--- src/p0gp_pkg.sv ---
////////////////////////////////////////////////////////////////////////////////
// shared constants and carriers of the port 0 pin multiplexer
package p0gp_pkg;

    // port width, one bit per pin
    localparam int unsigned PORT_W = 8;

    // byte offsets of the register words
    localparam logic [4:0] OFF_LATCH = 5'h00;
    localparam logic [4:0] OFF_DIR = 5'h04;
    localparam logic [4:0] OFF_AIDR = 5'h08;
    localparam logic [4:0] OFF_LCD = 5'h0C;
    localparam logic [4:0] OFF_STBY = 5'h10;
    localparam logic [4:0] OFF_PIN = 5'h14;

    // field positions
    localparam int unsigned LCD_LCD_PORT_INPUT_CONTROL_BIT = 0;
    localparam int unsigned LCD_SEL_LSB = 1;
    localparam int unsigned LCD_SEL_W = 7;
    localparam int unsigned STBY_SPL_BIT = 0;

    // reset values
    localparam logic [7:0] RST_LATCH = 8'h00;
    localparam logic [7:0] RST_DIR = 8'h00;
    localparam logic [7:0] RST_AIDR = 8'h00;
    localparam logic [7:0] RST_LCD = 8'h00;
    localparam logic RST_SPL = 1'b0;

    // synchroniser depth for pad inputs
    localparam int unsigned SYNC_STAGES = 2;

    // output drive of a pin group: enable and level
    typedef struct packed {
        logic [7:0] oe;
        logic [7:0] out;
    } p0gp_drive_t;

endpackage : p0gp_pkg

--- src/p0gp_sync.sv ---
`timescale 1ns/1ps
////////////////////////////////////////////////////////////////////////////////
// two-flop level synchroniser, one per bit
module p0gp_sync #(
    parameter int unsigned W = 8
) (
    // clock and reset
    input wire logic clk_i,
    input wire logic rst_n_i,
    // asynchronous level in, synchronised level out
    input wire logic [W-1:0] async_i,
    output logic [W-1:0] sync_o
);

    logic [W-1:0] meta_r;
    logic [W-1:0] sync_r;

    // first stage feeds only the second stage
    always_ff @(posedge clk_i or negedge rst_n_i) begin
        if (!rst_n_i) begin
            meta_r <= '0;
            sync_r <= '0;
        end else begin
            meta_r <= async_i;
            sync_r <= meta_r;
        end
    end

    assign sync_o = sync_r;

endmodule : p0gp_sync

--- src/p0gp_top.sv ---
`timescale 1ns/1ps
////////////////////////////////////////////////////////////////////////////////
// Operation
// direction bit one makes the pin a general output port.
// an output port pin drives its data latch bit.
// data writes always load the latch; only output pins drive it.
// reading data for an output pin returns the latch.
// direction bit zero makes the pin a general input port.
// input pin ordinary read gives pin level, read-modify-write gives latch.
// peripheral output enabled drives pin; reads as in R06.
// ordinary read gives pin level even when a peripheral uses it.
// software sets analog disable bit to use pin digitally.
// analog disable register resets to zero, digital input blocked.
// reset clears every direction bit, all pins inputs.
// port use: clear segment select, then set LCD port input control.
// segment use: clear direction, set segment select, then control bit.
// standby pin state with stop or watch: pin floats, input held low.
// under that forcing, interrupt enabled pins keep input open.
// standby pin state zero leaves pins unchanged in stop or watch.
// analog use needs direction and analog disable bits both zero.
// pin level always feeds the external interrupt circuit; under standby forcing the code feeds it only for ext_irq_en_i pins.
// software disables other peripheral outputs before sharing a pin.
// bit n of each register controls pin n.
// read-modify-write reads return the written latch value.
// bus carries a read-modify-write qualifier selecting the latch.
module p0gp_top (
    // clock and reset
    input wire logic clk_i,
    input wire logic rst_n_i,
    // avalon-mm register slave
    input wire logic [4:0] avs_address_i,
    input wire logic avs_read_i,
    input wire logic avs_write_i,
    input wire logic [31:0] avs_writedata_i,
    input wire logic [3:0] avs_byteenable_i,
    input wire logic avs_read_modify_write_i,
    output logic [31:0] avs_readdata_o,
    output logic avs_waitrequest_o,
    // external pads
    input wire logic [7:0] pad_in_i,
    output p0gp_pkg::p0gp_drive_t pad_drive_o,
    // shared peripherals and system
    input wire p0gp_pkg::p0gp_drive_t periph_drive_i,
    input wire logic [7:0] ext_irq_en_i,
    input wire logic stop_watch_i,
    // digital, analog and segment routing
    output logic [7:0] port_in_o,
    output logic [7:0] irq_level_o,
    output logic [7:0] analog_en_o,
    output logic [7:0] lcd_seg_en_o
);

    ////////////////////////////////////////////////////////////////////////////
    // declarations

    logic [7:0] port0_output_latch_r;
    logic [7:0] port0_direction_r;
    logic [7:0] analog_input_disable_low_r;
    logic [6:0] lcd_segment_select_r;
    logic lcd_port_input_control_r;
    logic standby_pin_state_r;

    logic wait_r;
    logic [31:0] rdata_r;
    p0gp_pkg::p0gp_drive_t drive_r;
    logic [7:0] port_in_r;
    logic [7:0] irq_level_r;
    logic [7:0] analog_en_r;
    logic [7:0] seg_en_r;

    logic [7:0] pad_sync;
    logic req;
    logic wr_go;
    logic lane0;
    logic [7:0] seg_mode;
    logic force_hiz;
    logic [7:0] in_open;
    logic [7:0] dig_in;
    logic [7:0] latch_view;
    logic [7:0] data_view;
    logic [31:0] rdata_nxt;
    p0gp_pkg::p0gp_drive_t drive_nxt;

    ////////////////////////////////////////////////////////////////////////////
    // pad input synchroniser

    p0gp_sync #(
        .W(p0gp_pkg::PORT_W)
    ) u_pad_sync (
        .clk_i(clk_i),
        .rst_n_i(rst_n_i),
        .async_i(pad_in_i),
        .sync_o(pad_sync)
    );

    ////////////////////////////////////////////////////////////////////////////
    // bus handshake

    assign req = avs_read_i | avs_write_i;
    // a write lands only on the edge where waitrequest is seen low
    assign wr_go = avs_write_i & ~wait_r;
    // registers are eight bits wide, so only the low lane matters
    assign lane0 = avs_byteenable_i[0];

    // one wait cycle per access; rises again after the accepting edge
    always_ff @(posedge clk_i or negedge rst_n_i) begin
        if (!rst_n_i) begin
            wait_r <= 1'b1;
        end else begin
            wait_r <= ~(req & wait_r);
        end
    end

    ////////////////////////////////////////////////////////////////////////////
    // control registers

    // latch always written
    // bit n is pin n
    always_ff @(posedge clk_i or negedge rst_n_i) begin
        if (!rst_n_i) begin
            port0_output_latch_r <= p0gp_pkg::RST_LATCH;
        end else if (wr_go && lane0
                     && avs_address_i == p0gp_pkg::OFF_LATCH) begin
            port0_output_latch_r <= avs_writedata_i[7:0];
        end
    end

    // directions clear to inputs
    always_ff @(posedge clk_i or negedge rst_n_i) begin
        if (!rst_n_i) begin
            port0_direction_r <= p0gp_pkg::RST_DIR;
        end else if (wr_go && lane0
                     && avs_address_i == p0gp_pkg::OFF_DIR) begin
            port0_direction_r <= avs_writedata_i[7:0];
        end
    end

    // analog disable resets zero
    always_ff @(posedge clk_i or negedge rst_n_i) begin
        if (!rst_n_i) begin
            analog_input_disable_low_r <= p0gp_pkg::RST_AIDR;
        end else if (wr_go && lane0
                     && avs_address_i == p0gp_pkg::OFF_AIDR) begin
            analog_input_disable_low_r <= avs_writedata_i[7:0];
        end
    end

    // segment select and port input control share one word
    always_ff @(posedge clk_i or negedge rst_n_i) begin
        if (!rst_n_i) begin
            lcd_segment_select_r <=
                p0gp_pkg::RST_LCD[p0gp_pkg::LCD_SEL_LSB +: 7];
            lcd_port_input_control_r <=
                p0gp_pkg::RST_LCD[p0gp_pkg::LCD_LCD_PORT_INPUT_CONTROL_BIT];
        end else if (wr_go && lane0
                     && avs_address_i == p0gp_pkg::OFF_LCD) begin
            lcd_segment_select_r <=
                avs_writedata_i[p0gp_pkg::LCD_SEL_LSB +: 7];
            lcd_port_input_control_r <=
                avs_writedata_i[p0gp_pkg::LCD_LCD_PORT_INPUT_CONTROL_BIT];
        end
    end

    // standby pin state bit
    always_ff @(posedge clk_i or negedge rst_n_i) begin
        if (!rst_n_i) begin
            standby_pin_state_r <= p0gp_pkg::RST_SPL;
        end else if (wr_go && lane0
                     && avs_address_i == p0gp_pkg::OFF_STBY) begin
            standby_pin_state_r <= avs_writedata_i[p0gp_pkg::STBY_SPL_BIT];
        end
    end

    ////////////////////////////////////////////////////////////////////////////
    // pin function decode

    // control bit arms select
    // segment pins leave port
    // pin 0 has no segment, so its select is fixed to port
    assign seg_mode = lcd_port_input_control_r
                      ? {lcd_segment_select_r, 1'b0} : 8'h00;

    // forcing in stop/watch
    // bit zero changes nothing
    assign force_hiz = standby_pin_state_r & stop_watch_i;

    // interrupt pins stay open
    assign in_open = force_hiz ? ext_irq_en_i : 8'hFF;

    // disable bit opens input
    // blocked until set; keeps analog pins from leaking
    assign dig_in = pad_sync & analog_input_disable_low_r & in_open;

    ////////////////////////////////////////////////////////////////////////////
    // data register read view

    // output pins read latch
    // peripheral-driven pins read pin
    assign latch_view = port0_direction_r & ~periph_drive_i.oe;

    // input pins read level
    // level despite peripheral input
    // rmw read returns latch
    // qualifier selects latch
    assign data_view = avs_read_modify_write_i ? port0_output_latch_r
                       : (port0_output_latch_r & latch_view)
                         | (dig_in & ~latch_view);

    // read mux; unmapped words and upper bits read zero
    always_comb begin
        rdata_nxt = 32'h0000_0000;
        case (avs_address_i)
            p0gp_pkg::OFF_LATCH: rdata_nxt[7:0] = data_view;
            p0gp_pkg::OFF_DIR: rdata_nxt[7:0] = port0_direction_r;
            p0gp_pkg::OFF_AIDR: rdata_nxt[7:0] = analog_input_disable_low_r;
            p0gp_pkg::OFF_LCD: begin
                rdata_nxt[p0gp_pkg::LCD_SEL_LSB +: 7] = lcd_segment_select_r;
                rdata_nxt[p0gp_pkg::LCD_LCD_PORT_INPUT_CONTROL_BIT] = lcd_port_input_control_r;
            end
            p0gp_pkg::OFF_STBY:
                rdata_nxt[p0gp_pkg::STBY_SPL_BIT] = standby_pin_state_r;
            p0gp_pkg::OFF_PIN: rdata_nxt[7:0] = pad_sync;
            default: rdata_nxt = 32'h0000_0000;
        endcase
    end

    // captured on the first edge so it stands while waitrequest is low
    always_ff @(posedge clk_i or negedge rst_n_i) begin
        if (!rst_n_i) begin
            rdata_r <= 32'h0000_0000;
        end else if (avs_read_i && wait_r) begin
            rdata_r <= rdata_nxt;
        end
    end

    ////////////////////////////////////////////////////////////////////////////
    // pad drive

    // direction one enables output
    // direction zero floats pin
    // output drives latch level
    // peripheral enable takes pin
    // peripheral wins; software keeps others off
    always_comb begin
        drive_nxt.out = (periph_drive_i.out & periph_drive_i.oe)
                        | (port0_output_latch_r & ~periph_drive_i.oe);
        drive_nxt.oe = (periph_drive_i.oe | port0_direction_r) & ~seg_mode;
        // forced high impedance
        if (force_hiz) begin
            drive_nxt.oe = 8'h00;
        end
    end

    // pad outputs registered; one cycle after a register write
    always_ff @(posedge clk_i or negedge rst_n_i) begin
        if (!rst_n_i) begin
            drive_r <= '0;
        end else begin
            drive_r <= drive_nxt;
        end
    end

    ////////////////////////////////////////////////////////////////////////////
    // routed inputs and analog/segment enables

    // digital input toward peripherals, held low when blocked
    always_ff @(posedge clk_i or negedge rst_n_i) begin
        if (!rst_n_i) begin
            port_in_r <= 8'h00;
        end else begin
            port_in_r <= dig_in;
        end
    end

    // level always to interrupts
    // only the standby block can stop it; analog disable does not
    always_ff @(posedge clk_i or negedge rst_n_i) begin
        if (!rst_n_i) begin
            irq_level_r <= 8'h00;
        end else begin
            irq_level_r <= pad_sync & in_open;
        end
    end

    // analog needs both zero
    always_ff @(posedge clk_i or negedge rst_n_i) begin
        if (!rst_n_i) begin
            analog_en_r <= 8'h00;
        end else begin
            analog_en_r <= ~port0_direction_r
                           & ~analog_input_disable_low_r & ~seg_mode;
        end
    end

    // segment needs direction zero
    always_ff @(posedge clk_i or negedge rst_n_i) begin
        if (!rst_n_i) begin
            seg_en_r <= 8'h00;
        end else begin
            seg_en_r <= seg_mode & ~port0_direction_r;
        end
    end

    ////////////////////////////////////////////////////////////////////////////
    // outputs

    assign avs_waitrequest_o = wait_r;
    assign avs_readdata_o = rdata_r;
    assign pad_drive_o = drive_r;
    assign port_in_o = port_in_r;
    assign irq_level_o = irq_level_r;
    assign analog_en_o = analog_en_r;
    assign lcd_seg_en_o = seg_en_r;

endmodule : p0gp_top

--- config.mk ---
export PLATFORM = sky130hd
export DESIGN_NAME = p0gp_top
export DESIGN_NICKNAME = d
export VERILOG_FILES = /design/src/p0gp_pkg.sv /design/src/p0gp_sync.sv /design/src/p0gp_top.sv
export SDC_FILE = /design/constraint.sdc
export NUM_CORES = 1
export LEC_CHECK = 0
export ABC_AREA = 1
export BUFFER_PORTS_ARGS = -buffer_cell sky130_fd_sc_hd__buf_2
export CAP_MARGIN = 30
export CORE_MARGIN = 4
export CORE_UTILIZATION = 45
export CTS_CLUSTER_DIAMETER = 60
export CTS_CLUSTER_SIZE = 28
export DETAILED_ROUTE_END_ITERATION = 8
export HOLD_SLACK_MARGIN = 0.15
export PLACE_DENSITY = 0.87
export SYNTH_ARGS = -nofsm -noshare
export SYNTH_HDL_FRONTEND = slang
export SYNTH_SLANG_ARGS = --single-unit
--- constraint.sdc ---
create_clock -name clk_i -period 1.3 [get_ports clk_i]
set_input_delay 0.26 -clock clk_i [delete_from_list [all_inputs] [get_ports clk_i]]
set_output_delay 0.26 -clock clk_i [all_outputs]
set_load 0.02 [all_outputs]
After elaboration in Yosys (flattened, before gate mapping) --
Index checks and enable logic that the tools add are counted.
Word-level totals: word-level logic and storage cells 61, bits of input ports 79, register bits after elaboration 106, output and inout bits 81
Operators by class: eq/ne operators 5, reduce and logical (&&, ||, !) cells 8, bitwise gates (word level) 26, mux-type cells 6
Operator list (number):
- 8-bit bitwise AND | 12
- 8-bit inverter | 5
- 7-bit case mux with 5 select lines | 1
- 8-bit 2-to-1 mux | 4
- 8-bit OR | 3
- 5-bit by 4-bit == test with 1-bit output, second input constant | 2
- 5-bit == test, second input constant | 2
- 1-bit logical AND | 7
- 1-bit case mux with 6 select lines | 1
- 5-bit by 3-bit == test with 1-bit output, second input constant | 1
- 5-bit zero test | 1
- 1-bit bitwise AND | 3
- 1-bit inverter | 2
- 1-bit OR | 1

Longest topological paths before layout --
depth after elaboration 7, gate-level depth with buffers 11, mapped depth without buffers 10

Modules after synthesis --
From an unflattened synthesis, not the netlist that was laid out.
Second synthesis, totals: cells, all modules 491, area total of the unflattened synthesis 4738.3 µm²
Modules (own cells, without submodules):
- p0gp_top | area an instance 4337.9 µm², times used 1, cells each 475
- p0gp_sync | area an instance 400.4 µm², times used 1, cells each 16

Least setup slack after synthesis --
Ideal clock, no wire load.
path kind reg-to-reg, start reg wait_r, in the netlist avs_waitrequest_o, end reg analog_input_disable_low_r[0], setup time 0.123 ns, arrival 1.117 ns, path buffers 1, clock period less this slack 1.240 ns, stages on the path, launching flop included 6, setup slack 0.060 ns, cells stage by stage dfstp_2 > nor2_4 > nand4_4 > buf_6 > nand2_1 > o21ai_2
On the way: cells in the longest elaborated chain, start to end 4
RTL lines:
- start, declared | RTL line p0gp_top.sv:63 | logic wait_r;
- start signal, assigned | RTL line p0gp_top.sv:110 | wait_r <= ~(req & wait_r);
- 1-bit inverter | RTL line p0gp_top.sv:101 | assign wr_go = avs_write_i & ~wait_r;
- 1-bit bitwise AND | RTL line p0gp_top.sv:101
- 1-bit logical AND | RTL line p0gp_top.sv:142 | end else if (wr_go && lane0
- 1-bit logical AND | RTL line p0gp_top.sv:143 | && avs_address_i == p0gp_pkg::OFF_AIDR) begin
- end signal, assigned | RTL line p0gp_top.sv:141 | analog_input_disable_low_r <= p0gp_pkg::RST_AIDR;
- end signal, assigned | RTL line p0gp_top.sv:144 | analog_input_disable_low_r <= avs_writedata_i[7:0];
- end, declared | RTL line p0gp_top.sv:58 | logic [7:0] analog_input_disable_low_r;
Every way passes these cells. A chain may end at the register's enable or synchronous reset.

Final worst setup path --
start reg wait_r, in the netlist avs_waitrequest_o, end reg analog_input_disable_low_r[7]
Same word-level chain as after synthesis.

==> results.py <==
metrics = {
    "drt": {
        "drt_iter0_drc": 326,
        "drt_drc_violations_left": 0,
        "ant_nets": 0,
        "viasPerCell": 4.85,
        "totalWireLength_mm": 12.2,
        "drt-pass1-iter-count": 5,
        "wl_per_cell_um": 15.1,
        "num_vias": 3916,
    },
    "timing": {
        "holdWs_ps": 123,
        "period_share_pct": 103,
        "setup-violations-final": 17,
        "setup_ws_ps": -34.8,
        "rsz0062_at_grt": "true",
        "maxSlewViolCount": 0,
        "clock.fmax_mhz": 749,
        "timing.setup.tns_ps": -364,
        "hold_viol": 0,
        "layout_min_cycle_time_ps": 1330,
        "fin_skew_ps": 11.5,
    },
    "setup_path": {
        "critPathRequiredTime_ps": 1560,
        "setup.worst_path.start_class": "register",
        "worst_path_largest_cell_delay_ps": 390,
        "crit_family": "buffers and inverters",
        "critPathKind": "register to register",
        "path_max_fanout": 6,
        "slowest_stage": "dfstp_2",
        "cp_data_arrival_time_ps": 1600,
        "cp_cell_sequence": "buf_4 -> nor2_4 -> buf_12 -> nand4_4 -> buf_12 -> nand2_2 -> o21ai_2",
        "crit_buf_inv": 3,
        "cpMostUsedCell": "buf_12",
        "end_kind": "register",
    },
    "clock_tree": {
        "cts_tree": "built",
        "clk_pin_slew_ps": 100,
        "htree_levels": 3,
        "numCtsBuffers": 9,
        "clockRootBuffer": "clkbuf_8",
        "clkLatencyLatePin_ps": 380,
        "cts.path.max_buffers": 2,
        "cts.sinks": 105,
    },
    "yosys": {
        "ys_types": 31,
        "yosys-top-cells-area": "dfrtp_1, nand2_1, o21ai_2",
        "postSynth.asyncResetShare_pct": 100,
        "yosys_register_bits": 105,
        "synth-edff-count": 0,
        "synth_top_flop_cell": "dfrtp_1",
        "yosysTopAreaCell": "dfrtp_1",
        "synth_top_area_share_pct": 55.4,
        "syn-cell-area_um2": 4700,
        "syn_avg_cell_area_um2": 9.53,
        "synthCells": 493,
        "yosysWarnings": 0,
        "seq_area_frac_synth_pct": 55.9,
    },
    "final_layout": {
        "syn2layout_area_growth_pct": 33.6,
        "insertedDiodeCount": 0,
        "final_cells": 808,
        "final_util_pct": 61.4,
        "fillCellCount": 831,
        "finalNetCount": 746,
        "drive_gt1_share_pct": 40.3,
    },
    "pwr": {
        "p_switching_mw": 2.00,
        "clockPowerShare_pct": 31.6,
        "comb_power_share_pct": 17.6,
        "power_density_nw_per_um2": 1140,
        "intPower_mw": 5.18,
        "worst_ir_drop_vdd_mv": 0.557,
        "totalPowerFinal_mw": 7.18,
        "seqPwrFrac_pct": 50.8,
        "leakage_nw": 3.37,
        "swShare_pct": 27.8,
    },
    "run_status": {
        "violations": "negative setup slack",
        "run_status": "complete, but fails checks",
    },
    "grt": {
        "grt_pass1_vias": 3833,
        "grt_pass1_wl_mm": 18.4,
        "grt_max_degree": 65,
        "antenna_found_initial": 2,
        "grt_overflow": 0,
        "grt_use_total_pct": 20.0,
    },
    "worst_hold_path": {
        "hold_path_class": "input port to register",
    },
    "die": {
        "die_h_um": 110,
        "start_util_pct": 45.9,
        "core_area_um2": 10200,
        "dieArea_um2": 12100,
        "fp-row-count": 37,
        "num_io_pins": 160,
        "die_x_um": 110,
    },
    "place": {
        "routabilityCongestion": 0.894,
        "port_buffers": 107,
        "dp_cells": 762,
        "dp_hpwl_mm": 8.43,
    },
    "job": {
        "maxCapViolations": 0,
    },
}
==> power by group through the flow <==
stage / logic (mW) / clock network (mW) / registers (mW)
final: 1.26 / 2.26 / 3.65
after global routing: 1.39 / 2.46 / 3.67
after CTS: 1.23 / 2.32 / 3.63
after detailed placement: 1.14 / 0 / 3.70
after global placement: 1.11 / 0 / 3.68
after floorplan: 0.538 / 0 / 3.84
==> flip-flops by register name (all words and copies together), names as in the netlist, 7 cells and up <==
register                    count
port0_output_latch_r            8
lcd_seg_en_o                    7
pad_drive_o                    16
analog_en_o                     8
port0_direction_r               8
avs_readdata_o                  8
lcd_segment_select_r            7
port_in_o                       8
analog_input_disable_low_r      8
u_pad_sync.sync_o               8
irq_level_o                     8
u_pad_sync.meta_r               8
==> tightest hold or removal path, stage by stage <==
cell,delay [ps]
buf_2,110
nand2_1,50
nand2_1,50
==> cell usage in the layout (no fill, tap or decap), types with 24 or more instances in the layout <==
| cell | netlist | routed |
|---|---|---|
| buf_2 | 3 | 105 |
| buf_4 | 27 | 37 |
| conb_1 | 1 | 25 |
| dfrtp_1 | 104 | 104 |
| dlygate4sd3_1 | 0 | 26 |
| inv_1 | 45 | 45 |
| nand2_1 | 139 | 109 |
| nand2_2 | 4 | 34 |
| nand4_1 | 24 | 24 |
| nor2_1 | 33 | 33 |
| o21ai_2 | 33 | 33 |
==> timing repair <==
action                                  4_1_cts  5_1_grt
endpoints found under the setup margin        4       45
buffers inserted                              1        2
resized for setup                             9       37
gates cloned                                  0        1
pin swaps                                     2        7
hold buffers                                 29        2
hold endpoints to repair                    123        2
==> per-stage QoR <==
stage                     cell area (µm²)  setup WS (ps)
after floorplan                      4790           60.0
after global placement               5570          -44.2
after detailed placement             5570          -82.7
after CTS                            6120          -56.3
after global routing                 6280          -75.0
final                                6280          -34.8
==> final timing paths <==
kind,from,to,slack [ps],cells after the start
worst max-delay path,avs_waitrequest_o,analog_input_disable_low_r[7],-30,7
worst min-delay path,periph_drive_i[14],pad_drive_o[6],120,3
worst max register to register,avs_waitrequest_o,analog_input_disable_low_r[7],-30,7
worst min register to register,u_pad_sync.meta_r[5],u_pad_sync.sync_o[5],360,0
max in group asynchronous,rst_n_i,avs_waitrequest_o,510,3
min in group asynchronous,rst_n_i,pad_drive_o[1],240,2
==> logic make-up (layout without fill, tap and decap cells) <==
family / count (synthesis) / in the layout / synth area share (%)
AO/OA/AOI/OAI: 54 / 54 / 8.52
buffers and inverters: 90 / 245 / 11.0
flip-flops: 105 / 105 / 55.9
other: 1 / 25 / 0.0798
AND/OR/NAND/NOR: 243 / 243 / 24.5
==> per-layer routing <==
metal  track usage (%)  wire length [µm]  up-vias
met4              8.09               327        4
met1              22.9              4660     1847
li1                  -                 -     1869
met5                 0                27        -
met3              4.25               777       39
met2              36.1              6390      157
==> cell usage after synthesis (2+ instances only) <==
cell and n:
nand2_2 4, or2_2 7, nand4_4 2, inv_2 3
dfrtp_1 104, and2_1 6, nand4_2 2, nand4_1 24
o21ai_0 9, nand3_1 17, buf_6 8, nor2_1 33
a21oi_1 9, nand2_1 139, o21ai_2 33, nand2_4 2
buf_2 3, buf_4 27, nor2_4 5, inv_1 45
==> final cells by class <==
class | instances | area, µm² | area share [%]
inverter | 50 | 193 | 3.07
clock buffer | 11 | 151 | 2.41
timing repair buffer | 179 | 1270 | 20.3
multi-input combinational | 322 | 1790 | 28.4
sequential | 105 | 2630 | 41.9
clock inverter | 5 | 77.6 | 1.24
tap | 136 | 170 | 2.71
Note: power is estimated with default switching activity, not from simulation.
